[src/debug_pkg.sv]
package debug_pkg;
   // Register select codes on the debug port
   localparam logic [4:0] SEL_STATUS   = 5'h00;
   localparam logic [4:0] SEL_BPCOUNT  = 5'h01;
   localparam logic [4:0] SEL_BPCTRL   = 5'h02;
   localparam logic [4:0] SEL_LIMIT0   = 5'h05;
   localparam logic [4:0] SEL_LIMIT1   = 5'h06;
   localparam logic [4:0] SEL_GDATA    = 5'h09;
   localparam logic [4:0] SEL_TRACE    = 5'h0D;
   localparam logic [4:0] SEL_TAGRING  = 5'h13;
   // Control and status field positions
   localparam int SEQ_LSB   = 10;
   localparam int CC1_LSB   = 8;
   localparam int RW1_LSB   = 6;
   localparam int CC0_LSB   = 4;
   localparam int RW0_LSB   = 2;
   localparam int MBS_LSB   = 0;
   localparam int TME_BIT   = 0;
   localparam int TO_BIT    = 4;
   localparam int MBO_BIT   = 3;
   localparam int OS_LSB    = 6;
   // Reset values
   localparam logic [23:0] CTRL_RST  = 24'h00_0000;
   localparam logic [23:0] COUNT_RST = 24'h00_0000;
   // Encodings
   localparam logic [1:0] CC_NE = 2'h0, CC_EQ = 2'h1, CC_LT = 2'h2, CC_GT = 2'h3;
   localparam logic [1:0] RW_OFF = 2'h0, RW_WR = 2'h1, RW_RD = 2'h2, RW_ANY = 2'h3;
   localparam logic [1:0] MS_P = 2'h1, MS_X = 2'h2, MS_Y = 2'h3;
   localparam logic [1:0] SQ_AND = 2'h0, SQ_OR = 2'h1, SQ_1A0 = 2'h2, SQ_0A1 = 2'h3;
   localparam logic [1:0] OS_RUN = 2'h0, OS_WAIT = 2'h1, OS_BUS = 2'h2, OS_DEBUG = 2'h3;
   localparam int TAG_ENTRIES = 9;
   typedef enum logic [1:0] {
      ST_RUN   = 2'b00,
      ST_HALTP = 2'b01,
      ST_DEBUG = 2'b10
   } core_state_t;
endpackage

[src/debug_breakpoint_trace.sv]
`timescale 1ns/100ps
module debug_breakpoint_trace
   import debug_pkg::*;
#(
   parameter bit ROM_SECURE = 1'b0
) (
   input  wire logic        sys_clk,
   input  wire logic        reset,
   input  wire logic        haltRequestLine_n,
   output logic             haltAckOe,
   input  wire logic        portDebugReq,
   input  wire logic        regWrite,
   input  wire logic        regRead,
   input  wire logic [4:0]  regSel,
   input  wire logic [23:0] regWdata,
   output logic [23:0]      regRdata,
   input  wire logic        exitDebug,
   input  wire logic [23:0] progAddr,
   input  wire logic [23:0] xAddr,
   input  wire logic [23:0] yAddr,
   input  wire logic        instrCycle,
   input  wire logic        memRead,
   input  wire logic        memWrite,
   input  wire logic        instrExec,
   input  wire logic        instrLatched,
   input  wire logic        coreWaitStop,
   input  wire logic        coreBusWait,
   input  wire logic        coreGdataWrite,
   input  wire logic [23:0] gdataIn,
   input  wire logic [7:0]  tagValue [8],
   input  wire logic [7:0]  sectorLock,
   input  wire logic [7:0]  sectorLru,
   output logic             wakeCore,
   output logic             haltCore,
   output logic [1:0]       coreStateBits,
   output logic             traceHitFlag,
   output logic [7:0]       replaceSector
);
   //---------------------------------------------
   // Pin synchroniser
   //---------------------------------------------
   logic [2:0] reqSync_q;
   logic       reqPin_q;
   always_ff @(posedge sys_clk) begin
      // No reset: a request held during reset must be seen at release
      reqSync_q <= {reqSync_q[1:0], ~haltRequestLine_n};
      if (reqSync_q[2] == reqSync_q[1]) begin
         reqPin_q <= reqSync_q[2];
      end
   end

   //---------------------------------------------
   // Registers
   //---------------------------------------------
   logic [23:0] breakpointControl_q, breakpointEventCounter_q, traceCountdown_q;
   logic [23:0] limitRegisterZero_q, limitRegisterOne_q, generalDebugData_q;
   logic [23:0] memoryAddressLatch_q;
   logic        traceEnableBit_q, traceHitFlag_q, bpHitFlag_q, armed_q;
   logic        seen0_q, seen1_q;
   logic [3:0]  tagIdx_q;
   core_state_t state_q;
   logic        bpEvent, traceZeroHit, enterDebug, leaveDebug, req;
   logic        inDebug;

   assign inDebug = (state_q == ST_DEBUG);
   // Own acknowledge pulls the shared pin low; mask its echo
   logic [3:0] ackEcho_q;
   always_ff @(posedge sys_clk) begin
      ackEcho_q <= {ackEcho_q[2:0], inDebug};
   end
   assign req = ((reqPin_q & ~inDebug & (ackEcho_q == 4'h0)) | portDebugReq)
                & (armed_q | ~ROM_SECURE);
   always_ff @(posedge sys_clk) begin
      if (reset) begin
         armed_q <= 1'b0;
      end else if (coreGdataWrite) begin
         armed_q <= 1'b1;
      end
   end

   wire ctrlWr = regWrite & inDebug;
   always_ff @(posedge sys_clk) begin
      if (reset) begin
         breakpointControl_q <= CTRL_RST;
         limitRegisterZero_q <= COUNT_RST;
         limitRegisterOne_q  <= COUNT_RST;
         traceEnableBit_q    <= 1'b0;
         generalDebugData_q  <= COUNT_RST;
      end else begin
         if (ctrlWr && regSel == SEL_BPCTRL) breakpointControl_q <= {12'h000, regWdata[11:0]};
         if (ctrlWr && regSel == SEL_LIMIT0) limitRegisterZero_q <= regWdata;
         if (ctrlWr && regSel == SEL_LIMIT1) limitRegisterOne_q <= regWdata;
         if (ctrlWr && regSel == SEL_STATUS) traceEnableBit_q <= regWdata[TME_BIT];
         if (coreGdataWrite) generalDebugData_q <= gdataIn;
      end
   end

   //---------------------------------------------
   // Breakpoint compare
   //---------------------------------------------
   wire [1:0] seqF = breakpointControl_q[SEQ_LSB+:2];
   wire [1:0] memory_space_select  = breakpointControl_q[MBS_LSB+:2];
   always_ff @(posedge sys_clk) begin
      if (reset) begin
         memoryAddressLatch_q <= COUNT_RST;
      end else if (instrCycle) begin
         unique case (memory_space_select)
            MS_P:    memoryAddressLatch_q <= progAddr;
            MS_X:    memoryAddressLatch_q <= xAddr;
            MS_Y:    memoryAddressLatch_q <= yAddr;
            default: memoryAddressLatch_q <= memoryAddressLatch_q;
         endcase
      end
   end
   logic accessValid_q;
   always_ff @(posedge sys_clk) begin
      if (reset) begin
         accessValid_q <= 1'b0;
      end else begin
         accessValid_q <= instrCycle & (memRead | memWrite) & ~inDebug;
      end
   end
   logic rdQ, wrQ;
   always_ff @(posedge sys_clk) begin
      if (reset) begin
         rdQ <= 1'b0;
         wrQ <= 1'b0;
      end else begin
         rdQ <= memRead;
         wrQ <= memWrite;
      end
   end
   logic [1:0] cmpHit;
   genvar g;
   generate
      for (g = 0; g < 2; g++) begin : g_cmp
         wire [1:0]  cc  = breakpointControl_q[(g ? CC1_LSB : CC0_LSB)+:2];
         wire [1:0]  rw  = breakpointControl_q[(g ? RW1_LSB : RW0_LSB)+:2];
         wire [23:0] lim = g ? limitRegisterOne_q : limitRegisterZero_q;
         logic c, a;
         always_comb begin
            unique case (cc)
               CC_NE: c = memoryAddressLatch_q != lim;
               CC_EQ: c = memoryAddressLatch_q == lim;
               CC_LT: c = memoryAddressLatch_q < lim;
               CC_GT: c = memoryAddressLatch_q > lim;
            endcase
         end
         always_comb begin
            unique case (rw)
               RW_OFF: a = 1'b0;
               RW_WR:  a = wrQ;
               RW_RD:  a = rdQ;
               RW_ANY: a = rdQ | wrQ;
            endcase
         end
         assign cmpHit[g] = c & a & accessValid_q & (memory_space_select != 2'h0);
      end
   endgenerate

   always_comb begin
      unique case (seqF)
         SQ_AND: bpEvent = cmpHit[0] & cmpHit[1];
         SQ_OR:  bpEvent = cmpHit[0] | cmpHit[1];
         SQ_1A0: bpEvent = cmpHit[1] & seen0_q;
         SQ_0A1: bpEvent = cmpHit[0] & seen1_q;
      endcase
   end
   wire bpCountWr = ctrlWr && regSel == SEL_BPCOUNT;
   always_ff @(posedge sys_clk) begin
      if (reset || bpCountWr || bpEvent) begin
         seen0_q <= 1'b0;
         seen1_q <= 1'b0;
      end else begin
         seen0_q <= seen0_q | cmpHit[0];
         seen1_q <= seen1_q | cmpHit[1];
      end
   end
   always_ff @(posedge sys_clk) begin
      if (reset) begin
         breakpointEventCounter_q <= COUNT_RST;
      end else if (bpCountWr) begin
         breakpointEventCounter_q <= regWdata;
      end else if (bpEvent && breakpointEventCounter_q != 24'h00_0000) begin
         breakpointEventCounter_q <= breakpointEventCounter_q - 24'h00_0001;
      end
   end
   wire bpTrip = bpEvent && breakpointEventCounter_q == 24'h00_0000;

   //---------------------------------------------
   // Trace
   //---------------------------------------------
   wire traceWr = ctrlWr && regSel == SEL_TRACE;
   always_ff @(posedge sys_clk) begin
      if (reset) begin
         traceCountdown_q <= COUNT_RST;
      end else if (traceWr) begin
         traceCountdown_q <= regWdata;
      end else if (!inDebug && traceEnableBit_q && instrExec
                   && traceCountdown_q != 24'h00_0000) begin
         traceCountdown_q <= traceCountdown_q - 24'h00_0001;
      end
   end
   assign traceZeroHit = !inDebug && traceEnableBit_q && instrExec
                         && traceCountdown_q == 24'h00_0000;

   //---------------------------------------------
   // Debug state
   //---------------------------------------------
   logic resetReq_q;
   always_ff @(posedge sys_clk) begin
      resetReq_q <= reset ? 1'b1 : 1'b0;
   end
   assign enterDebug = (state_q == ST_HALTP && instrLatched) || bpTrip || traceZeroHit;
   assign leaveDebug = inDebug && exitDebug;
   always_ff @(posedge sys_clk) begin
      if (reset) begin
         state_q <= ST_RUN;
      end else begin
         unique case (state_q)
            ST_RUN:   if (bpTrip || traceZeroHit || (resetReq_q && req)) state_q <= ST_DEBUG;
                      else if (req) state_q <= ST_HALTP;
            ST_HALTP: if (enterDebug) state_q <= ST_DEBUG;
            ST_DEBUG: if (exitDebug) state_q <= ST_RUN;
            default:  state_q <= ST_RUN;
         endcase
      end
   end
   // Wake from wait/stop when request pending
   assign wakeCore = (state_q == ST_HALTP) & coreWaitStop;
   assign haltCore = inDebug;
   always_ff @(posedge sys_clk) begin
      if (reset) begin
         traceHitFlag_q <= 1'b0;
         bpHitFlag_q    <= 1'b0;
      end else if (leaveDebug) begin
         traceHitFlag_q <= 1'b0;
         bpHitFlag_q    <= 1'b0;
      end else begin
         if (traceZeroHit) traceHitFlag_q <= 1'b1;
         if (bpTrip) bpHitFlag_q <= 1'b1;
      end
   end
   assign traceHitFlag = traceHitFlag_q;
   always_comb begin
      if (inDebug) coreStateBits = OS_DEBUG;
      else if (coreWaitStop) coreStateBits = OS_WAIT;
      else if (coreBusWait) coreStateBits = OS_BUS;
      else coreStateBits = OS_RUN;
   end
   assign haltAckOe = inDebug;

   //---------------------------------------------
   // Cache tag ring
   //---------------------------------------------
   // replaceable sector
   assign replaceSector = sectorLru & ~sectorLock;
   wire tagAcc = (regRead | regWrite) && regSel == SEL_TAGRING && inDebug;
   always_ff @(posedge sys_clk) begin
      if (reset || leaveDebug) begin
         tagIdx_q <= 4'h0;
      end else if (tagAcc) begin
         tagIdx_q <= (tagIdx_q == 4'(TAG_ENTRIES - 1)) ? 4'h0 : tagIdx_q + 4'h1;
      end
   end
   logic [23:0] tagWord;
   always_comb begin
      if (tagIdx_q < 4'h8) tagWord = {16'h0000, tagValue[tagIdx_q[2:0]]};
      else tagWord = {8'h00, sectorLock, sectorLru};
   end

   //---------------------------------------------
   // Read mux
   //---------------------------------------------
   always_ff @(posedge sys_clk) begin
      if (reset) begin
         regRdata <= COUNT_RST;
      end else if (regRead) begin
         unique case (regSel)
            SEL_STATUS:  regRdata <= {16'h0000, coreStateBits, 1'b0, traceHitFlag_q,
                                      bpHitFlag_q, 2'b00, traceEnableBit_q};
            SEL_BPCOUNT: regRdata <= breakpointEventCounter_q;
            SEL_BPCTRL:  regRdata <= breakpointControl_q;
            SEL_LIMIT0:  regRdata <= limitRegisterZero_q;
            SEL_LIMIT1:  regRdata <= limitRegisterOne_q;
            SEL_GDATA:   regRdata <= generalDebugData_q;
            SEL_TRACE:   regRdata <= traceCountdown_q;
            SEL_TAGRING: regRdata <= tagWord;
            default:     regRdata <= 24'h00_0000;
         endcase
      end
   end

   //---------------------------------------------
   // Checks
   //---------------------------------------------
   a_trace_zero_enters: assert property (@(posedge sys_clk) disable iff (reset)
      traceZeroHit |=> inDebug && traceHitFlag_q) else $error("trace zero no entry");
   a_bp_trip_enters: assert property (@(posedge sys_clk) disable iff (reset)
      bpTrip |=> inDebug) else $error("breakpoint trip missed");
   a_bp_decrement: assert property (@(posedge sys_clk) disable iff (reset)
      bpEvent && !bpCountWr && breakpointEventCounter_q != 0 |=>
      breakpointEventCounter_q == $past(breakpointEventCounter_q) - 1)
      else $error("counter not decremented");
   a_ack_in_debug: assert property (@(posedge sys_clk) disable iff (reset)
      inDebug |-> haltAckOe && coreStateBits == OS_DEBUG) else $error("ack missing");
   a_tag_exit_clear: assert property (@(posedge sys_clk) disable iff (reset)
      leaveDebug |=> tagIdx_q == 0) else $error("tag index not cleared");
   a_tag_wrap: assert property (@(posedge sys_clk) disable iff (reset)
      tagAcc && tagIdx_q == 8 && !leaveDebug |=> tagIdx_q == 0) else $error("tag wrap");
   a_halt_after_latch: assert property (@(posedge sys_clk) disable iff (reset)
      state_q == ST_HALTP && instrLatched |=> inDebug) else $error("no halt");
   a_count_load: assert property (@(posedge sys_clk) disable iff (reset)
      bpCountWr |=> !seen0_q && !seen1_q) else $error("sequence not reset");
   a_trace_hold: assert property (@(posedge sys_clk) disable iff (reset)
      inDebug && !traceWr |=> $stable(traceCountdown_q)) else $error("trace moved");
   c_trace: cover property (@(posedge sys_clk) traceZeroHit);
   c_bp: cover property (@(posedge sys_clk) bpTrip);
   c_req: cover property (@(posedge sys_clk) state_q == ST_HALTP ##[1:20] inDebug);
endmodule // debug_breakpoint_trace

[config.mk]
export PLATFORM = sky130hd
export DESIGN_NAME = debug_breakpoint_trace
export DESIGN_NICKNAME = d
export VERILOG_FILES = /design/src/debug_pkg.sv /design/src/debug_breakpoint_trace.sv
export SDC_FILE = /design/constraint.sdc
export NUM_CORES = 1
export LEC_CHECK = 0
export ABC_AREA = 1
export BUFFER_PORTS_ARGS = -buffer_cell sky130_fd_sc_hd__buf_4
export CAP_MARGIN = 20
export CORE_UTILIZATION = 45
export DETAILED_ROUTE_END_ITERATION = 8
export GPL_TIMING_DRIVEN = 0
export PLACE_DENSITY = 0.68
export SYNTH_ARGS = -nofsm -noshare
export SYNTH_HDL_FRONTEND = slang
export SYNTH_SLANG_ARGS = --single-unit
[constraint.sdc]
create_clock -name sys_clk -period 2.9 [get_ports sys_clk]
set_input_delay 0.435 -clock sys_clk [delete_from_list [all_inputs] [get_ports sys_clk]]
set_output_delay 0.435 -clock sys_clk [all_outputs]
set_load 0.01 [all_outputs]
---- Yosys cells after proc, flatten, opt, wreduce, memory -nomap -nowiden ----
Cells that the tools add are included.
cells by class
  $add $sub $neg .......................... 3
  magnitude comparators ................... 6
  eq/ne operators ......................... 36
  mux-type cells .......................... 25
  bitwise gates (word level) .............. 27
  reduce and logical (&&, ||, !) cells .... 44
operators with widths
  kind                                                                    count
  24-bit case mux with 8 select lines                                     1
  24-bit 2-to-1 mux                                                       4
  24-bit case mux with 3 select lines                                     1
  24-bit equality test                                                    2
  24-bit greater-than comparator                                          2
  24-bit zero test                                                        2
  24-bit < comparator                                                     2
  24-bit != test                                                          2
  24-bit nonzero test                                                     2
  24-bit by 1-bit subtractor with 24-bit output (second input constant)   2
  2-bit equality test (second input constant)                             13
  8-bit binary-select mux with 3-bit select                               1
  1-bit case mux with 4 select lines                                      5
  1-bit logical AND                                                       17
  16-bit 2-to-1 mux                                                       1
  8-bit 2-to-1 mux                                                        2
  1-bit bitwise AND                                                       15
  2-bit by 1-bit equality test with 1-bit output (second input constant)  7
  2-bit 2-to-1 mux                                                        7
  2-bit zero test                                                         6
  5-bit by 3-bit equality test with 1-bit output (second input constant)  2
  5-bit by 4-bit equality test with 1-bit output (second input constant)  2
  8-bit bitwise AND                                                       1
  8-bit inverter                                                          1
  other kinds (25)                                                        41
word-level totals
  register bits ........................... 203
  input port bits ......................... 220
  output and inout bits ................... 38
  word-level logic and storage cells ...... 163

---- Depth between registers and ports, before layout ----
  word-level depth ........................ 12
  mapped depth ............................ 23
  depth with buffers taken out ............ 22

---- Worst setup path after synthesis ----
No wires, ideal clock.
  path type ............................... reg2reg
  from .................................... reg limitRegisterOne_q[23], in the netlist g_cmp[1].lim[23]
  to ...................................... reg breakpointEventCounter_q[23]
  setup time .............................. 0.128 ns
  data arrival time ....................... 2.084 ns
  data required time ...................... 2.772 ns
  slack ................................... 0.689 ns
  stages on the path, launching flop included .. 21
  buffers on the path ..................... 1
  clock period less this slack ............ 2.211 ns
  cells stage by stage .................... dfxtp_1 inv_1 ha_1 nand2_1 nor2_2 nand2_2 nor2_4 nand2_1 nand2_1 nand2_1 nand2_2 nand3_2 nand2_2 nand3_4 nand2_4 nand2_8 nand2_4 inv_2 buf_6 a21oi_1 nor2_1
between the ends
  longest elaborated chain between the ends .. 9
  elaborated cells on any way between the ends .. 14
  those cells by class .................... 2 x order compare; 2 x eq/ne; 2 x mux; 6 x bitwise; 2 x reduce/logical
ends and longest elaborated chain
  element                                                 line                           source
  start: declaration                                      debug_breakpoint_trace.sv:56   logic [23:0] limitRegisterZero_q, limitRegisterOne_q, generalDebugData_q;
  start signal: assignment                                debug_breakpoint_trace.sv:92   if (ctrlWr && regSel == SEL_LIMIT1) limitRegisterOne_q <= regWdata;
  24-bit greater-than comparator (tied with other cells)  debug_breakpoint_trace.sv:146  CC_GT: c = memoryAddressLatch_q > lim;
  1-bit case mux with 4 select lines (*)                  debug_breakpoint_trace.sv:142  unique case (cc)
  1-bit bitwise AND (*) (3 in a row)                      debug_breakpoint_trace.sv:157  assign cmpHit[g] = c & a & accessValid_q & (memory_space_select != 2'h0);
  1-bit bitwise AND (tied with other cells)               debug_breakpoint_trace.sv:165  SQ_1A0: bpEvent = cmpHit[1] & seen0_q;
  1-bit case mux with 4 select lines (*)                  debug_breakpoint_trace.sv:162  unique case (seqF)
  1-bit logical AND (*)                                   debug_breakpoint_trace.sv:184  end else if (bpEvent && breakpointEventCounter_q != 24'h00_0000) begin
  2-bit nonzero test (no line) (*)                        n/a
  end signal: assignment                                  debug_breakpoint_trace.sv:183  breakpointEventCounter_q <= regWdata;
  end signal: assignment                                  debug_breakpoint_trace.sv:185  breakpointEventCounter_q <= breakpointEventCounter_q - 24'h00_0001;
  end: declaration                                        debug_breakpoint_trace.sv:55   logic [23:0] breakpointControl_q, breakpointEventCounter_q, traceCountdown_q;
Every way passes the cells marked *; elsewhere a longest branch is shown, timed or not.
A chain may end at the register's enable or synchronous reset.

---- Worst setup path after layout ----
  from .................................... reg traceCountdown_q[0]
  to ...................................... reg state_q[0]
between the ends
  longest elaborated chain between the ends .. 6
  elaborated cells on any way between the ends .. 10
  those cells by class .................... 2 x eq/ne; 2 x mux; 6 x reduce/logical
ends and longest elaborated chain
  element                                                                                     line                           source
  start: declaration                                                                          debug_breakpoint_trace.sv:55
  start signal: assignment                                                                    debug_breakpoint_trace.sv:198  traceCountdown_q <= regWdata;
  start signal: assignment                                                                    debug_breakpoint_trace.sv:201  traceCountdown_q <= traceCountdown_q - 24'h00_0001;
  24-bit zero test (*)                                                                        debug_breakpoint_trace.sv:205  && traceCountdown_q == 24'h00_0000;
  1-bit logical AND (*)                                                                       debug_breakpoint_trace.sv:205
  1-bit logical OR (2 in a row)                                                               debug_breakpoint_trace.sv:221  ST_RUN: if (bpTrip || traceZeroHit || (resetReq_q && req)) state_q <= ST_DEBUG;
  3-bit != test (no line) / 2-bit 2-to-1 mux (equally long branches)                          n/a
  3-bit AND reduction (no line) / 2-bit case mux with 3 select lines (equally long branches)  n/a
  end signal: assignment                                                                      debug_breakpoint_trace.sv:221
  end signal: assignment                                                                      debug_breakpoint_trace.sv:222  else if (req) state_q <= ST_HALTP;
  end signal: assignment                                                                      debug_breakpoint_trace.sv:223  ST_HALTP: if (enterDebug) state_q <= ST_DEBUG;
  end: declaration                                                                            debug_breakpoint_trace.sv:61   core_state_t state_q;
Marked as above.

==> impl_metrics.env <==
export IMPL_slew_headroom_pct=40.67
export IMPL_maxCapViolCount=0
export IMPL_syn_nets=1997
export IMPL_numCtsBuffers=24
export IMPL_internal_power_w=0.005316
export IMPL_grt_pass1_vias=11990
export IMPL_clock_root_buffer="clkbuf_16"
export IMPL_hold_path_class="in -> reg"
export IMPL_p_sw_w=0.001886
export IMPL_r2r_start="traceCountdown_q[0]"
export IMPL_status="finished, final reports clean"
export IMPL_die_h_um=164.6
export IMPL_grt_overflow_total=0
export IMPL_finalMaxSlewViolations=0
export IMPL_antenna_found_initial=1
export IMPL_synth_seq_cells=203
export IMPL_clkSinkCount=203
export IMPL_cts_tree="yes"
export IMPL_grt_max_degree=13
export IMPL_mostFrequentLayoutCell="nand2_1"
export IMPL_reg2regPathDepth=15
export IMPL_start_util_pct=45.76
export IMPL_max_clock_path_buffers=3
export IMPL_synth_top_cell_area_share_pct=34.01
export IMPL_layout_nets=2282
export IMPL_switching_share_pct=26.19
export IMPL_crit_path_end="state_q[0]"
export IMPL_synthesis_area_mm2=0.01189
export IMPL_post_route_drc_count=0
export IMPL_rows=59
export IMPL_critical_path_startpoint_type="register"
export IMPL_ctsHtreeMaxLevel=1
export IMPL_async_flop_share_pct=0
export IMPL_holdBufCountCts=0
export IMPL_synth_edf_count=1
export IMPL_avgSynthCellArea_um2=6.906
export IMPL_fin_crit_sh_pct=94.49
export IMPL_ys_warn_count=0
export IMPL_drive_above_1_share_pct=18.42
export IMPL_fin_crit_ps=2740
export IMPL_seq_power_share_pct=40.7
export IMPL_ys_flop_type="dfxtp_1"
export IMPL_ir_drop_mv=0.3667
export IMPL_clkPwrFrac_pct=45.1
export IMPL_p_leak_nw=6.629
export IMPL_ant_nets=0
export IMPL_ys_seq_area_share_pct=34.26
export IMPL_io_buffers=256
export IMPL_power_w=0.007202
export IMPL_final_hold_violation_count=0
export IMPL_syn_to_final_growth_pct=27.31
export IMPL_end_kind="register"
export IMPL_ys_top_cells_by_area="dfxtp_1 (34%), nand2_1 (9.3%), o21ai_0 (7.6%)"
export IMPL_clock_latency_ps=530
export IMPL_yosysTopAreaCell="dfxtp_1"
export IMPL_fin_tns_setup_ps=0
export IMPL_synthCells=1722
export IMPL_coreArea_mm2=0.02598
export IMPL_drt_vias_per_instance=5.692
export IMPL_path_clk_slew_ps=60
export IMPL_finalWeightedCongestion=0.9909
export IMPL_fin_skew_ps=15.68
export IMPL_crit_type="reg -> reg"
export IMPL_power_density_mw_per_mm2=475.7
export IMPL_wl_per_cell_um=20.08
export IMPL_r2r_end="state_q[0]"
export IMPL_die_area_mm2=0.02708
export IMPL_gr_usage_all_layers_pct=34.10
export IMPL_fmax_mhz=364.9
export IMPL_grt_pass1_wl_mm=69.39
export IMPL_regToRegSetupSlack_ps=160
export IMPL_tightestPinTransition_ps=886.6
export IMPL_dr_pass1_iters=5
export IMPL_critPathRequiredTime_ps=3330
export IMPL_p_comb_share_pct=14.3
export IMPL_yosysUniqueCellTypes=57
export IMPL_routed_wl_mm=47.40
export IMPL_drt_iter0_markers=1324
export IMPL_dp_hpwl_mm=37.95
export IMPL_final_cell_mix="nand2_1 (296), buf_4 (262), inv_1 (205)"
export IMPL_fp_dieW_um=164.6
export IMPL_worstPathArrival_ps=3170
export IMPL_final_setup_viol_count=0
export IMPL_vias=13440
export IMPL_path_max_fanout=8
export IMPL_pin_count=258
export IMPL_critPathLaunch="traceCountdown_q[0]"
-- repair_timing --
| action | 4_1_cts | 5_1_grt |
|---|---|---|
| setup buffers | 0 | 3 |
| gates resized for setup | 0 | 6 |
| setup endpoints to repair | 0 | 31 |
-- synthesized netlist by cell type, types with 10 or more instances --
cell       instances
ha_1              55
a31oi_1           21
nor3_1            15
inv_2             12
nand2_2           10
o211ai_1          11
nand4_1           16
nand2_1          296
inv_1            205
o22ai_1           36
a41oi_1           24
o2111ai_1         10
nand3_1           80
xor2_1            21
nor2_1           172
clkbuf_1          77
o221ai_1          13
o21ai_0          180
a21oi_1          163
dfxtp_1          202
-- through the flow --
step	util, %	area [µm²]	hold WS [ps]	worst slack, ps	cells
floorplan	-	11890	309.6	688.7	1722
global placement	54.77	14230	311.9	169.7	2313
detailed placement	54.79	14240	313.8	140.6	2314
CTS	58.03	15080	23.31	114.7	2358
global route	58.25	15140	20.66	-0.9097	2360
finish	58.26	15140	21.62	159.8	2361
-- power groups by stage --
stage | Sequential, W | Clock, W | Combinational [W]
floorplan | 0.00297 | 0 | 0.000496
global placement | 0.00298 | 0 | 0.000985
detailed placement | 0.00299 | 0 | 0.000995
CTS | 0.00293 | 0.00326 | 0.00100
global route | 0.00294 | 0.00338 | 0.00110
finish | 0.00293 | 0.00325 | 0.00103
-- layout make-up --
class | instances | area (µm²)
Antenna cell | 1 | 2.502
Buffer | 91 | 389.1
Clock buffer | 35 | 693.2
Clock inverter | 9 | 148.9
Fill cell | 2558 | 10850
Inverter | 218 | 818.3
Multi-Input combinational cell | 1209 | 6645
Sequential cell | 203 | 4074
Tap cell | 335 | 419.2
Timing Repair Buffer | 260 | 1949
-- layer usage --
layer | wire length (µm) | global-route usage (%)
met1 | 19700 | 45.16
met2 | 21430 | 56.17
met3 | 4402 | 4.470
met4 | 1867 | 13.09
met5 | 0 | 0
-- worst max-delay path, cell delays in order, from the launching register on --
cell,delay (ps)
dfxtp_1,420
inv_1,140
ha_1,210
nand2_2,100
nor3_4,210
nand3_2,170
nor3_4,170
nand3_2,120
nor3_2,170
nand2_2,110
nor3_2,230
nand2_2,210
nand3_1,160
nand3_1,80
nand2_1,80
a21oi_2,30
-- how the worst min path moves through the flow --
stage | start | to | slack [ps] | cells after the start
4_1_cts | reset | resetReq_q | 20 | 1
5_1_grt | reset | resetReq_q | 20 | 1
2_1_floorplan | reqSync_q[0] | reqSync_q[1] | 310 | 0
3_3_place_gp | reqSync_q[0] | reqSync_q[1] | 310 | 0
3_5_place_dp | reqSync_q[0] | reqSync_q[1] | 310 | 0
6_report | reset | resetReq_q | 20 | 1
-- cells by family after synthesis --
logic type | Yosys count | share of synthesized area, %
DFF | 203 | 34.26
xor gates and xnor gates | 28 | 2.062
buffers and inverters | 310 | 10.19
adders and majority gates | 55 | 5.787
AOI/OAI and AO/OA | 497 | 24.19
and+or+nand+nor | 629 | 23.52
-- sequential cells by signal, summed over array words and instances (netlist names) --
register and cells:
wrQ 1, g_cmp.lim 48, seen1_q 1, bpHitFlag_q 1
resetReq_q 1, tagIdx_q 4, reqPin_q 1, traceHitFlag 1
traceEnableBit_q 1, traceCountdown_q 24, seen0_q 1, reqSync_q 3
breakpointEventCounter_q 24, rdQ 1, generalDebugData_q 24, accessValid_q 1
regRdata 24, ackEcho_q 4, state_q 2, memoryAddressLatch_q 24
breakpointControl_q 12
(Power assumes the default switching activity.)
